**src/verilog/bcoe_map.vh**
```
/*
  Constants for the byte operation execute core: opcode patterns, field
  positions, reset values and the fixed file location of the high latch.
  Assumes the 14-bit program word format of the surrounding core.
*/
`ifndef BCOE_MAP_VH
`define BCOE_MAP_VH

`define BCOE_IW_W          14
`define BCOE_PC_W          13
`define BCOE_FA_W          7
`define BCOE_DEPTH         128
`define BCOE_DEST_BIT      7
`define BCOE_JMP_K_W       11
`define BCOE_PCH_LO        3
`define BCOE_PCH_HI        4

// Opcode patterns, compared under the masks below
`define BCOE_MASK_BYTE     14'h3F00
`define BCOE_OP_OR_F       14'h0400
`define BCOE_OP_INC_F      14'h0A00
`define BCOE_OP_MOVE_F     14'h0800
`define BCOE_MASK_STORE    14'h3F80
`define BCOE_OP_STORE      14'h0080
`define BCOE_MASK_LIT      14'h3C00
`define BCOE_OP_LOAD_LIT   14'h3000
`define BCOE_MASK_JMP      14'h3800
`define BCOE_OP_JMP        14'h2800
`define BCOE_MASK_IDLE     14'h3F9F
`define BCOE_OP_IDLE       14'h0000

// ALU selects
`define BCOE_ALU_OR        2'h0
`define BCOE_ALU_INC       2'h1
`define BCOE_ALU_PASS_F    2'h2
`define BCOE_ALU_PASS_K    2'h3

// File address of the program counter high latch
`define BCOE_PCH_ADDR      7'h0A

`define BCOE_RST_PC        13'h0000
`define BCOE_RST_ACC       8'h00
`define BCOE_RST_PCH       8'h00

`endif

```
**src/verilog/bcoe_core.v**
```verilog
/*
  Execute stage for a subset of the 8-bit core instruction set: OR with
  file, file increment, file move, accumulator store, literal load,
  unconditional jump and idle. Holds the file memory, accumulator, zero
  flag, program counter and program counter high latch.
  Assumes one program word is presented per clock, one clock being one
  instruction cycle, and that words outside the subset are handled
  elsewhere (here they advance the counter and raise foreign_q).
*/
`timescale 1ns/100ps
`include "bcoe_map.vh"

// Behaviour
// RQ1 - OR accumulator with file, destination bit
// RQ2 - Increment file into chosen destination, zero flag
// RQ3 - Jump loads 11-bit operand into counter
// RQ4 - Jump upper counter bits from latch 4:3
// RQ5 - Jump takes two cycles, flush cycle
// RQ6 - Move file to accumulator or itself
// RQ7 - Move updates zero flag, one cycle
// RQ8 - Store accumulator to file, flags kept
// RQ9 - Literal into accumulator, flags kept, one cycle
// RQ10 - Idle only advances the counter
module bcoe_core (
  sys_clk,
  rst_n,
  instr_word,
  instr_valid,
  obs_addr,
  pc_q,
  acc_q,
  zero_q,
  flush_q,
  retire_q,
  foreign_q,
  obs_data_q
);

  input  wire                   sys_clk;
  input  wire                   rst_n;
  input  wire [`BCOE_IW_W-1:0]  instr_word;
  input  wire                   instr_valid;
  input  wire [`BCOE_FA_W-1:0]  obs_addr;
  output reg  [`BCOE_PC_W-1:0]  pc_q;
  output reg  [7:0]             acc_q;
  output reg                    zero_q;
  output reg                    flush_q;
  output reg                    retire_q;
  output reg                    foreign_q;
  output reg  [7:0]             obs_data_q;

  reg  [7:0]             file_mem [0:`BCOE_DEPTH-1];
  reg  [7:0]             pch_q;

  wire [`BCOE_FA_W-1:0]  faddr;
  wire                   dest_f;
  wire                   take;
  wire                   is_or;
  wire                   is_inc;
  wire                   is_move;
  wire                   is_store;
  wire                   is_lit;
  wire                   is_jmp;
  wire                   is_idle;
  wire                   is_byte;
  wire [7:0]             fval;
  wire [7:0]             alu_res;
  wire                   alu_zero;
  reg  [1:0]             alu_sel;

  // Next values of the state registers
  reg  [`BCOE_PC_W-1:0]  pc_d;
  reg  [7:0]             acc_d;
  reg                    zero_d;
  reg  [7:0]             pch_d;
  reg                    file_we;
  reg  [7:0]             file_wdata;
  wire                   known;
  wire                   hit_pch;
  wire [7:0]             obs_data_d;

  assign faddr    = instr_word[`BCOE_FA_W-1:0];
  assign dest_f   = instr_word[`BCOE_DEST_BIT];
  // A word arriving in the flush cycle after a jump is discarded
  assign take     = instr_valid & ~flush_q; // RQ5
  assign is_or    = (instr_word & `BCOE_MASK_BYTE) == `BCOE_OP_OR_F;
  assign is_inc   = (instr_word & `BCOE_MASK_BYTE) == `BCOE_OP_INC_F;
  assign is_move  = (instr_word & `BCOE_MASK_BYTE) == `BCOE_OP_MOVE_F;
  assign is_store = (instr_word & `BCOE_MASK_STORE) == `BCOE_OP_STORE;
  assign is_lit   = (instr_word & `BCOE_MASK_LIT) == `BCOE_OP_LOAD_LIT;
  assign is_jmp   = (instr_word & `BCOE_MASK_JMP) == `BCOE_OP_JMP;
  assign is_idle  = (instr_word & `BCOE_MASK_IDLE) == `BCOE_OP_IDLE;
  assign is_byte  = is_or | is_inc | is_move;
  assign known    = is_byte | is_store | is_lit | is_jmp | is_idle;
  assign hit_pch  = (faddr == `BCOE_PCH_ADDR);

  // The latch lives outside the array so it has a reset value
  assign fval = (faddr == `BCOE_PCH_ADDR) ? pch_q : file_mem[faddr];

  // Observe port sees the latch at its file address as well
  assign obs_data_d = (obs_addr == `BCOE_PCH_ADDR) ? pch_q : file_mem[obs_addr];

  always @* begin
    if (is_or) begin
      alu_sel = `BCOE_ALU_OR;
    end else if (is_inc) begin
      alu_sel = `BCOE_ALU_INC;
    end else if (is_move) begin
      alu_sel = `BCOE_ALU_PASS_F;
    end else begin
      alu_sel = `BCOE_ALU_PASS_K;
    end
  end

  bcoe_alu u_alu (
    .sel     (alu_sel),
    .acc     (acc_q),
    .fval    (fval),
    .lit     (instr_word[7:0]),
    .result  (alu_res),
    .is_zero (alu_zero)
  );

  // Write port of the file array; the latch address never lands here
  always @* begin
    file_we    = 1'b0;
    file_wdata = acc_q;
    if (take && !hit_pch) begin
      if (is_byte && dest_f) begin
        file_we    = 1'b1;
        file_wdata = alu_res; // RQ1 RQ2 RQ6
      end else if (is_store) begin
        file_we    = 1'b1;
        file_wdata = acc_q; // RQ8
      end
    end
  end

  // File array has no reset; contents are undefined until written
  always @(posedge sys_clk) begin
    if (file_we) begin
      file_mem[faddr] <= file_wdata;
    end
  end

  // Program counter: jump target or the next word
  always @* begin
    pc_d = pc_q;
    if (take) begin
      if (is_jmp) begin
        pc_d = {pch_q[`BCOE_PCH_HI:`BCOE_PCH_LO], // RQ4
                instr_word[`BCOE_JMP_K_W-1:0]}; // RQ3
      end else begin
        pc_d = pc_q + 13'h0001; // RQ10
      end
    end
  end

  // Accumulator: byte result with destination bit clear, or a literal
  always @* begin
    acc_d = acc_q;
    if (take) begin
      if (is_byte && !dest_f) begin
        acc_d = alu_res; // RQ1 RQ2 RQ6
      end else if (is_lit) begin
        acc_d = instr_word[7:0]; // RQ9
      end
    end
  end

  // Zero flag: only byte operations touch it; store and literal keep it
  always @* begin
    zero_d = zero_q;
    if (take && is_byte) begin
      zero_d = alu_zero; // RQ1 RQ2 RQ7
    end
  end

  // High latch: written at its file address by byte results or a store
  always @* begin
    pch_d = pch_q;
    if (take && hit_pch) begin
      if (is_byte && dest_f) begin
        pch_d = alu_res;
      end else if (is_store) begin
        pch_d = acc_q; // RQ8
      end
    end
  end

  // Architectural state
  always @(posedge sys_clk or negedge rst_n) begin
    if (!rst_n) begin
      pc_q   <= `BCOE_RST_PC;
      acc_q  <= `BCOE_RST_ACC;
      zero_q <= 1'b0;
      pch_q  <= `BCOE_RST_PCH;
    end else begin
      pc_q   <= pc_d;
      acc_q  <= acc_d;
      zero_q <= zero_d;
      pch_q  <= pch_d;
    end
  end

  // One-cycle status pulses and the observe port
  // The flush pulse blocks the word behind a jump, as the fetch path refills
  always @(posedge sys_clk or negedge rst_n) begin
    if (!rst_n) begin
      flush_q    <= 1'b0;
      retire_q   <= 1'b0;
      foreign_q  <= 1'b0;
      obs_data_q <= 8'h00;
    end else begin
      flush_q    <= take & is_jmp; // RQ5
      retire_q   <= take;
      foreign_q  <= take & ~known;
      obs_data_q <= obs_data_d;
    end
  end

endmodule // bcoe_core

```
**src/verilog/bcoe_alu.v**
```verilog
/*
  Combinational result unit: OR, increment and pass-through of file or
  literal operands, with a zero indication of the result.
  Assumes operands are stable for the whole instruction cycle.
*/
`timescale 1ns/100ps
`include "bcoe_map.vh"

module bcoe_alu (
  input  wire [1:0] sel,
  input  wire [7:0] acc,
  input  wire [7:0] fval,
  input  wire [7:0] lit,
  output reg  [7:0] result,
  output wire       is_zero
);

  always @* begin
    case (sel)
      `BCOE_ALU_OR:     result = acc | fval; // RQ1
      `BCOE_ALU_INC:    result = fval + 8'h01; // RQ2
      `BCOE_ALU_PASS_F: result = fval; // RQ6
      default:          result = lit; // RQ9
    endcase
  end

  assign is_zero = (result == 8'h00);

endmodule // bcoe_alu

```
**config.mk**
```make
export PLATFORM = sky130hd
export DESIGN_NAME = bcoe_core
export DESIGN_NICKNAME = d
export VERILOG_FILES = /design/src/verilog/bcoe_core.v /design/src/verilog/bcoe_alu.v
export VERILOG_INCLUDE_DIRS = /design/src /design/src/verilog
export SDC_FILE = /design/constraint.sdc
export NUM_CORES = 1
export LEC_CHECK = 0
export ABC_CLOCK_PERIOD_IN_PS = 12570
export BUFFER_PORTS_ARGS = -buffer_cell sky130_fd_sc_hd__buf_4
export CAP_MARGIN = 20
export CORE_MARGIN = 2
export CORE_UTILIZATION = 50
export CTS_CLUSTER_DIAMETER = 60
export CTS_CLUSTER_SIZE = 20
export DETAILED_ROUTE_END_ITERATION = 8
export PLACE_DENSITY = 0.68
export SLEW_MARGIN = 20
export SYNTH_ARGS = -nofsm -noshare
export SYNTH_HDL_FRONTEND = slang
export SYNTH_SLANG_ARGS = --single-unit
export TNS_END_PERCENT = 50
```
**constraint.sdc**
```tcl
create_clock -name sys_clk -period 12.57 [get_ports sys_clk]
set_input_delay 0 -clock sys_clk [delete_from_list [all_inputs] [get_ports sys_clk]]
set_output_delay 0 -clock sys_clk [all_outputs]
set_load 0.02 [all_outputs]
```
==> Yosys cells after proc, flatten, opt, wreduce, memory -nomap -nowiden <==
Memory sizes are Yosys's and may differ from the RTL's.
Cells that the tools add are included.
{ "word_totals": {"regBits": 41, "latch_bits": 0, "ram_bits": 1024, "rom_bits": 0, "inputBits": 24, "output_inout_bits": 33, "elab_cells": 65, "mem_count": 1} }
{ "memory_table": {"columns": ["name", "depth", "width", "read_ports", "rd_clocked_by_memory_dff", "write_ports", "line", "text"], "rows": [
  ["file_mem", 128, 8, 2, 0, 1, "bcoe_core.v:52", "reg [7:0] file_mem [0:`BCOE_DEPTH-1];"]
]} }
{ "classes": {"n_addsub": 2, "mul": 0, "div": 0, "n_lt_le_gt_ge": 0, "n_eq_ne": 10, "shift": 0, "mux": 18, "bitwise": 12, "reduce_logical": 14} }
{ "ops": {"columns": ["operator", "n"], "rows": [
  ["8-bit 2-to-1 mux", 8],
  ["8-bit case mux with 3 select lines", 1],
  ["7-bit by 4-bit equality test with 1-bit output, second input constant", 2],
  ["14-bit zero test", 1],
  ["13-bit by 1-bit adder with 13-bit output, second input constant", 1],
  ["13-bit 2-to-1 mux", 1],
  ["6-bit by 4-bit equality test with 1-bit output, second input constant", 2],
  ["8-bit by 1-bit adder with 8-bit output, second input constant", 1],
  ["8-bit zero test", 1],
  ["8-bit OR", 1],
  ["7-bit by 1-bit equality test with 1-bit output, second input constant", 1],
  ["6-bit by 3-bit equality test with 1-bit output, second input constant", 1],
  ["1-bit 2-to-1 mux", 6],
  ["1-bit OR", 6],
  ["1-bit logical AND", 5],
  ["4-bit equality test, second input constant", 1],
  ["2-bit 2-to-1 mux", 2],
  ["2-bit AND reduction", 2],
  ["2-bit nonzero test", 2],
  ["1-bit AND", 3],
  ["3-bit equality test, second input constant", 1],
  ["2-bit by 1-bit equality test with 1-bit output, second input constant", 1],
  ["2-bit equality test, second input constant", 1],
  ["1-bit zero test", 2],
  ["other kinds (2)", 3]
]} }

==> Longest topological paths before layout <==
{ "logic_depth": {"depth_word": 9, "ltp_mapped": 19, "depth_no_buf": 13} }

==> Cells and area by module <==
From an unflattened synthesis, not the netlist that was laid out.
{ "unflattened": {"cells_unflattened": 3237, "hier_area_um2": 50830.0} }
{ "by_module_without_submodules": {"columns": ["module", "instances", "cells_each", "area_each_um2", "seq_area_each_um2"], "rows": [
  ["bcoe_core", 1, 3178, 50425.9, 31775.5],
  ["bcoe_alu", 1, 59, 404.1, 0.0]
]} }

==> Worst setup path before layout <==
OpenSTA, ideal clock, no wires.
{ "synth_path": {"path_type": "in2reg", "start": "input instr_word[1]", "end": "memory file_mem[0][1] (data pin)", "setup_ps": 1225, "arrival_time_ps": 7909, "required_ps": 11345, "path_slack_ps": 3436, "path_stages": 14, "n_path_buf": 5, "path_cell_list": "buf_2 > buf_6 > buf_2 > buf_2 > buf_2 > mux4_2 > mux4_2 > o21ai_0 > o221ai_1 > ha_1 > a222oi_1 > nor2_1 > a21oi_1 > o31ai_1"} }
{ "synth_between": {"elab_chain_len": 6, "word_cells_on_any_way": 10, "classes_between": "1 x add/sub; 1 x eq/ne; 4 x mux; 1 x bitwise; 2 x reduce/logical; 1 x memory"} }
{ "synth_rtl": {"columns": ["item", "line", "text"], "rows": [
  ["start: declaration", "bcoe_core.v:41", "input wire [`BCOE_IW_W-1:0] instr_word;"],
  ["memory read 128 x 8 bit or 7-bit by 4-bit equality test with 1-bit output (tied branches)", null, null],
  ["8-bit 2-to-1 mux", "bcoe_core.v:98", "assign fval = (faddr == `BCOE_PCH_ADDR) ? pch_q : file_mem[faddr];"],
  ["8-bit by 1-bit adder with 8-bit output or 8-bit OR (tied branches)", "bcoe_alu.v:21, bcoe_alu.v:20", null],
  ["8-bit case mux with 3 select lines", "bcoe_alu.v:19", "case (sel)"],
  ["8-bit 2-to-1 mux", "bcoe_core.v:129", "if (is_byte && dest_f) begin"],
  ["8-bit 2-to-1 mux (*)", "bcoe_core.v:128", "if (take && !hit_pch) begin"],
  ["net file_wdata[1]", "bcoe_core.v:77", "reg [7:0] file_wdata;"],
  ["end: declaration", "bcoe_core.v:52", null]
]} }
The timed path passes the listed nets; every way through them passes the cells marked *.

==> Worst setup path in the final report <==
{ "layout_path": {"start": "input instr_word[1]", "end": "memory file_mem[11][7] (data pin)"} }
The elaborated chain is that of the path after synthesis.

==> results by group <==
Finish
  • Post-Layout Cell Count: roughly 4400
  • Multi-input gate area: ~0.018 mm^2
  • Nets: 3049
  • Finished Core Util: between 50% and 60%
  • Inserted Diodes: 0
  • FILL cells: ~7700
  • Register Area: between 0.03 and 0.04 mm^2
  • Syn-to-layout area delta: 9.489%
  • Share of cells above drive strength 1: ~26%

Global routing
  • Vias in the first global route: 32335
  • Largest net degree at the start of global routing: 145
  • Gr usage total: 33.71%
  • First-pass GRT wire length: about 250 mm
  • Initial antenna violation count: 5
  • Total gr overflow: 0

Synth
  • #FFs+latches synth: between 1000 and 1500
  • Synthesized area per cell: ~17 um^2
  • Synth area leader: edfxtp_1
  • Top cell type's share of synthesized area: 60.54%
  • Post-synthesis instance total: ~3000
  • Commonest cells post-synth: edfxtp_1 (1024), mux4_2 (397), nor2_1 (220)
  • Post-synth EDFFs: between 1000 and 1500
  • Area of the mapped netlist: between 0.05 and 0.06 mm^2
  • Sequential-to-total area share from yosys stat: around 63%
  • Post-synth top flop: edfxtp_1
  • Top cells by area, synth: edfxtp_1 (61%), mux4_2 (18%), mux2i_1 (3.4%), dfrtp_1 (2.0%), mux2_2 (1.8%)
  • Distinct cells, synth: 80
  • FFs w/ async S/R, synth: 3.850%
  • Warnings from Yosys: 0
  • Top-count cell post-synth: edfxtp_1

Clocking
  • Clk buf depth: 3
  • TritonCTS clock tree: yes
  • Post-CTS Setup Inserts: 0
  • Worst-Skew Late Latency: 0.68 ns
  • Post-CTS sizing: 0
  • Clk slew on worst S/H paths: around 0.08 ns
  • Num CTS Buffers: between 80 and 90
  • CTS Hold Bufs: 20
  • # clock sinks: 1065
  • Max H-tree Level: 3
  • Clock tree root driver cell: clkbuf_16

Floorplanning
  • Die Wd: between 300 and 400 um
  • Core Box Area: between 0.1 and 0.15 mm^2
  • I/O pins: 57
  • Row count: between 100 and 150
  • Die area: about 0.10 mm^2
  • Initial Util: between 50% and 60%
  • Die Ht: ~320 um

Setup path
  • Critical path, cell by cell: dlygate4sd3_1 > buf_8 > buf_4 > nor2b_4 > buf_4 > a22o_1 > a221oi_1 > a2111oi_1 > nor3_1 > a31oi_2 > nand3_1 > nor3_1 > xnor2_1 > a221o_1 > mux2_4 > buf_4
  • Worst path required time: 12.91 ns
  • Worst Path Class, Setup: in -> reg
  • Max incr delay on CP: roughly 1.1 ns
  • Slowest-stage cell, CP: a2111oi_1
  • Worst Path Max Fanout: 80
  • Crit-path most repeated cell: buf_4
  • Arrival @ worst endpoint: between 7 and 8 ns
  • R2R Setup Slk: just over 7 ns
  • CP delay by family, top: buffers and inverters
  • Crit path capture type: flip-flop
  • Critical path startpoint category: primary input
  • CP bufs+invs: 5

STA
  • Fin. max-slew vios: 0
  • Final setup TNS: 0 ns
  • Final min period: ~7.0 ns
  • Worst hold slack: approximately 0.15 ns
  • Fin crit share: about 56%
  • RSZ-0062 raised after global routing: no
  • Max Freq: between 100 and 150 MHz
  • Final hold violations: 0
  • Actual slew at the worst max-slew pin: between 1 and 1.5 ns
  • Clock skew: roughly 0.047 ns
  • Max-slew headroom: a little over a tenth
  • Setup-failing EPs final: 0

Pwr
  • Tot Pwr: between 0.007 and 0.008 W
  • P per Cell Area: approximately 140 mW/mm^2
  • VDD IR max: 0.1090 mV
  • Leak Pwr: about 18 nW

Route
  • DRT iter0 DRCs: around 5300
  • Final WL: 174.8 mm
  • Drt wl/cell: between 30 and 40 um
  • Pre-antenna DRT Iters: 6
  • DR vias/cell: ~7.4
  • Via count: approximately 33000
  • Residual DRC count: 0
  • DRT antenna net count: 0

Place
  • Routability Congestion: between 0.9 and 1
  • IO Port Bufs: 56
  • Final HPWL DP: roughly 110 mm
  • Placed cell count: roughly 4300

Flow run
  • Maxcap violations: 0

Run status
  • Outcome: completed

Worst hold path
  • Hold Path Class: in -> reg
==> layer usage <==
metal | track usage [%] | vias to the layer above | part of all wire (%)
met5 | 0 | - | 0.030
met4 | 17.36 | 8 | 6.3
met3 | 11.03 | 569 | 15
met2 | 49.75 | 2744 | 44
met1 | 44.93 | 16865 | 35
li1 | - | 12665 | -
==> worst reg2reg max path: cells and delay by family (launching register included) <==
family                   cells  cell delay (ns)
AND/OR/NAND/NOR              2             0.25
flip-flops                   1             0.40
buffers and inverters        1             0.86
adder cells (fa/ha/maj)      1             0.48
multiplexers                 2             0.75
AO/OA/AOI/OAI                4             2.28
==> layout by cell type, fill, tap and decap left out, types with 12 or more instances in the layout <==
| cell type | instances |
|---|---|
| nor2_1 | 205 |
| buf_4 | 122 |
| nand2_1 | 128 |
| a31oi_1 | 18 |
| mux2i_1 | 172 |
| mux4_2 | 397 |
| nor2b_1 | 12 |
| dfrtp_1 | 41 |
| a22o_1 | 18 |
| clkbuf_16 | 83 |
| a21oi_1 | 80 |
| a211oi_1 | 15 |
| nand2b_1 | 15 |
| o21ai_0 | 69 |
| edfxtp_1 | 1024 |
| o22ai_1 | 45 |
| a221o_1 | 24 |
| a221oi_1 | 88 |
| nor3_1 | 19 |
| nor2_2 | 13 |
| dlygate4sd3_1 | 19 |
| a22oi_1 | 61 |
| nand3_1 | 40 |
| mux2_2 | 78 |
==> stage by stage <==
stage / setup WS (ns) / area (um^2)
global route: 5.559 / 55610
floorplan: 3.436 / 50820
global placement: 5.646 / 52610
CTS: 5.903 / 55590
detailed placement: 5.432 / 52650
finish: 5.543 / 55610
==> registers in the layout, indices dropped and copies added (netlist names) <==
name,count
acc_q,8
file_mem,1024
flush_q,1
foreign_q,1
obs_data_q,8
pc_q,13
pch_q,8
retire_q,1
zero_q,1
==> path summary, 6_finish.rpt <==
| check | end | from | depth (start not counted) |
|---|---|---|---|
| max reg2reg | file_mem[68][2] | file_mem[103][0] | 10 |
| min in group asynchronous | obs_data_q[5] | rst_n | 4 |
| min | pc_q[1] | instr_word[11] | 5 |
| max | file_mem[11][7] | instr_word[1] | 16 |
| max in group asynchronous | obs_data_q[3] | rst_n | 4 |
| min reg2reg | pch_q[5] | pch_q[5] | 2 |
==> final cells by class <==
| class | instances | area share [%] |
|---|---|---|
| flip-flops and latches | 1065 | 57.14 |
| clock buffers | 90 | 3.800 |
| multi-input cells | 1713 | 32.54 |
| well taps | 1357 | 3.053 |
| clock inverters | 52 | 1.091 |
| inverters | 9 | 0.06300 |
| repair buffers | 152 | 2.315 |
==> cells by family (layout without fill, tap and decap cells) <==
group           after synthesis  after routing  share of synthesized area, %
flops                      1065           1065                         62.56
mux                         652            652                         22.83
compound gates              531            531                         7.607
simple gates                517            517                         4.599
buf+inv                     264            303                         2.289
xor+xnor                      3              3                       0.05174
fa+ha+maj                     2              2                       0.04926
other cells                   1              8                      0.007383
==> report_power, final <==
| group | switching [W] | internal (W) |
|---|---|---|
| Sequential | 0.0000370 | 0.00415 |
| Combinational | 0.000753 | 0.000319 |
| Clock | 0.00139 | 0.00134 |
(Power assumes the default switching activity.)
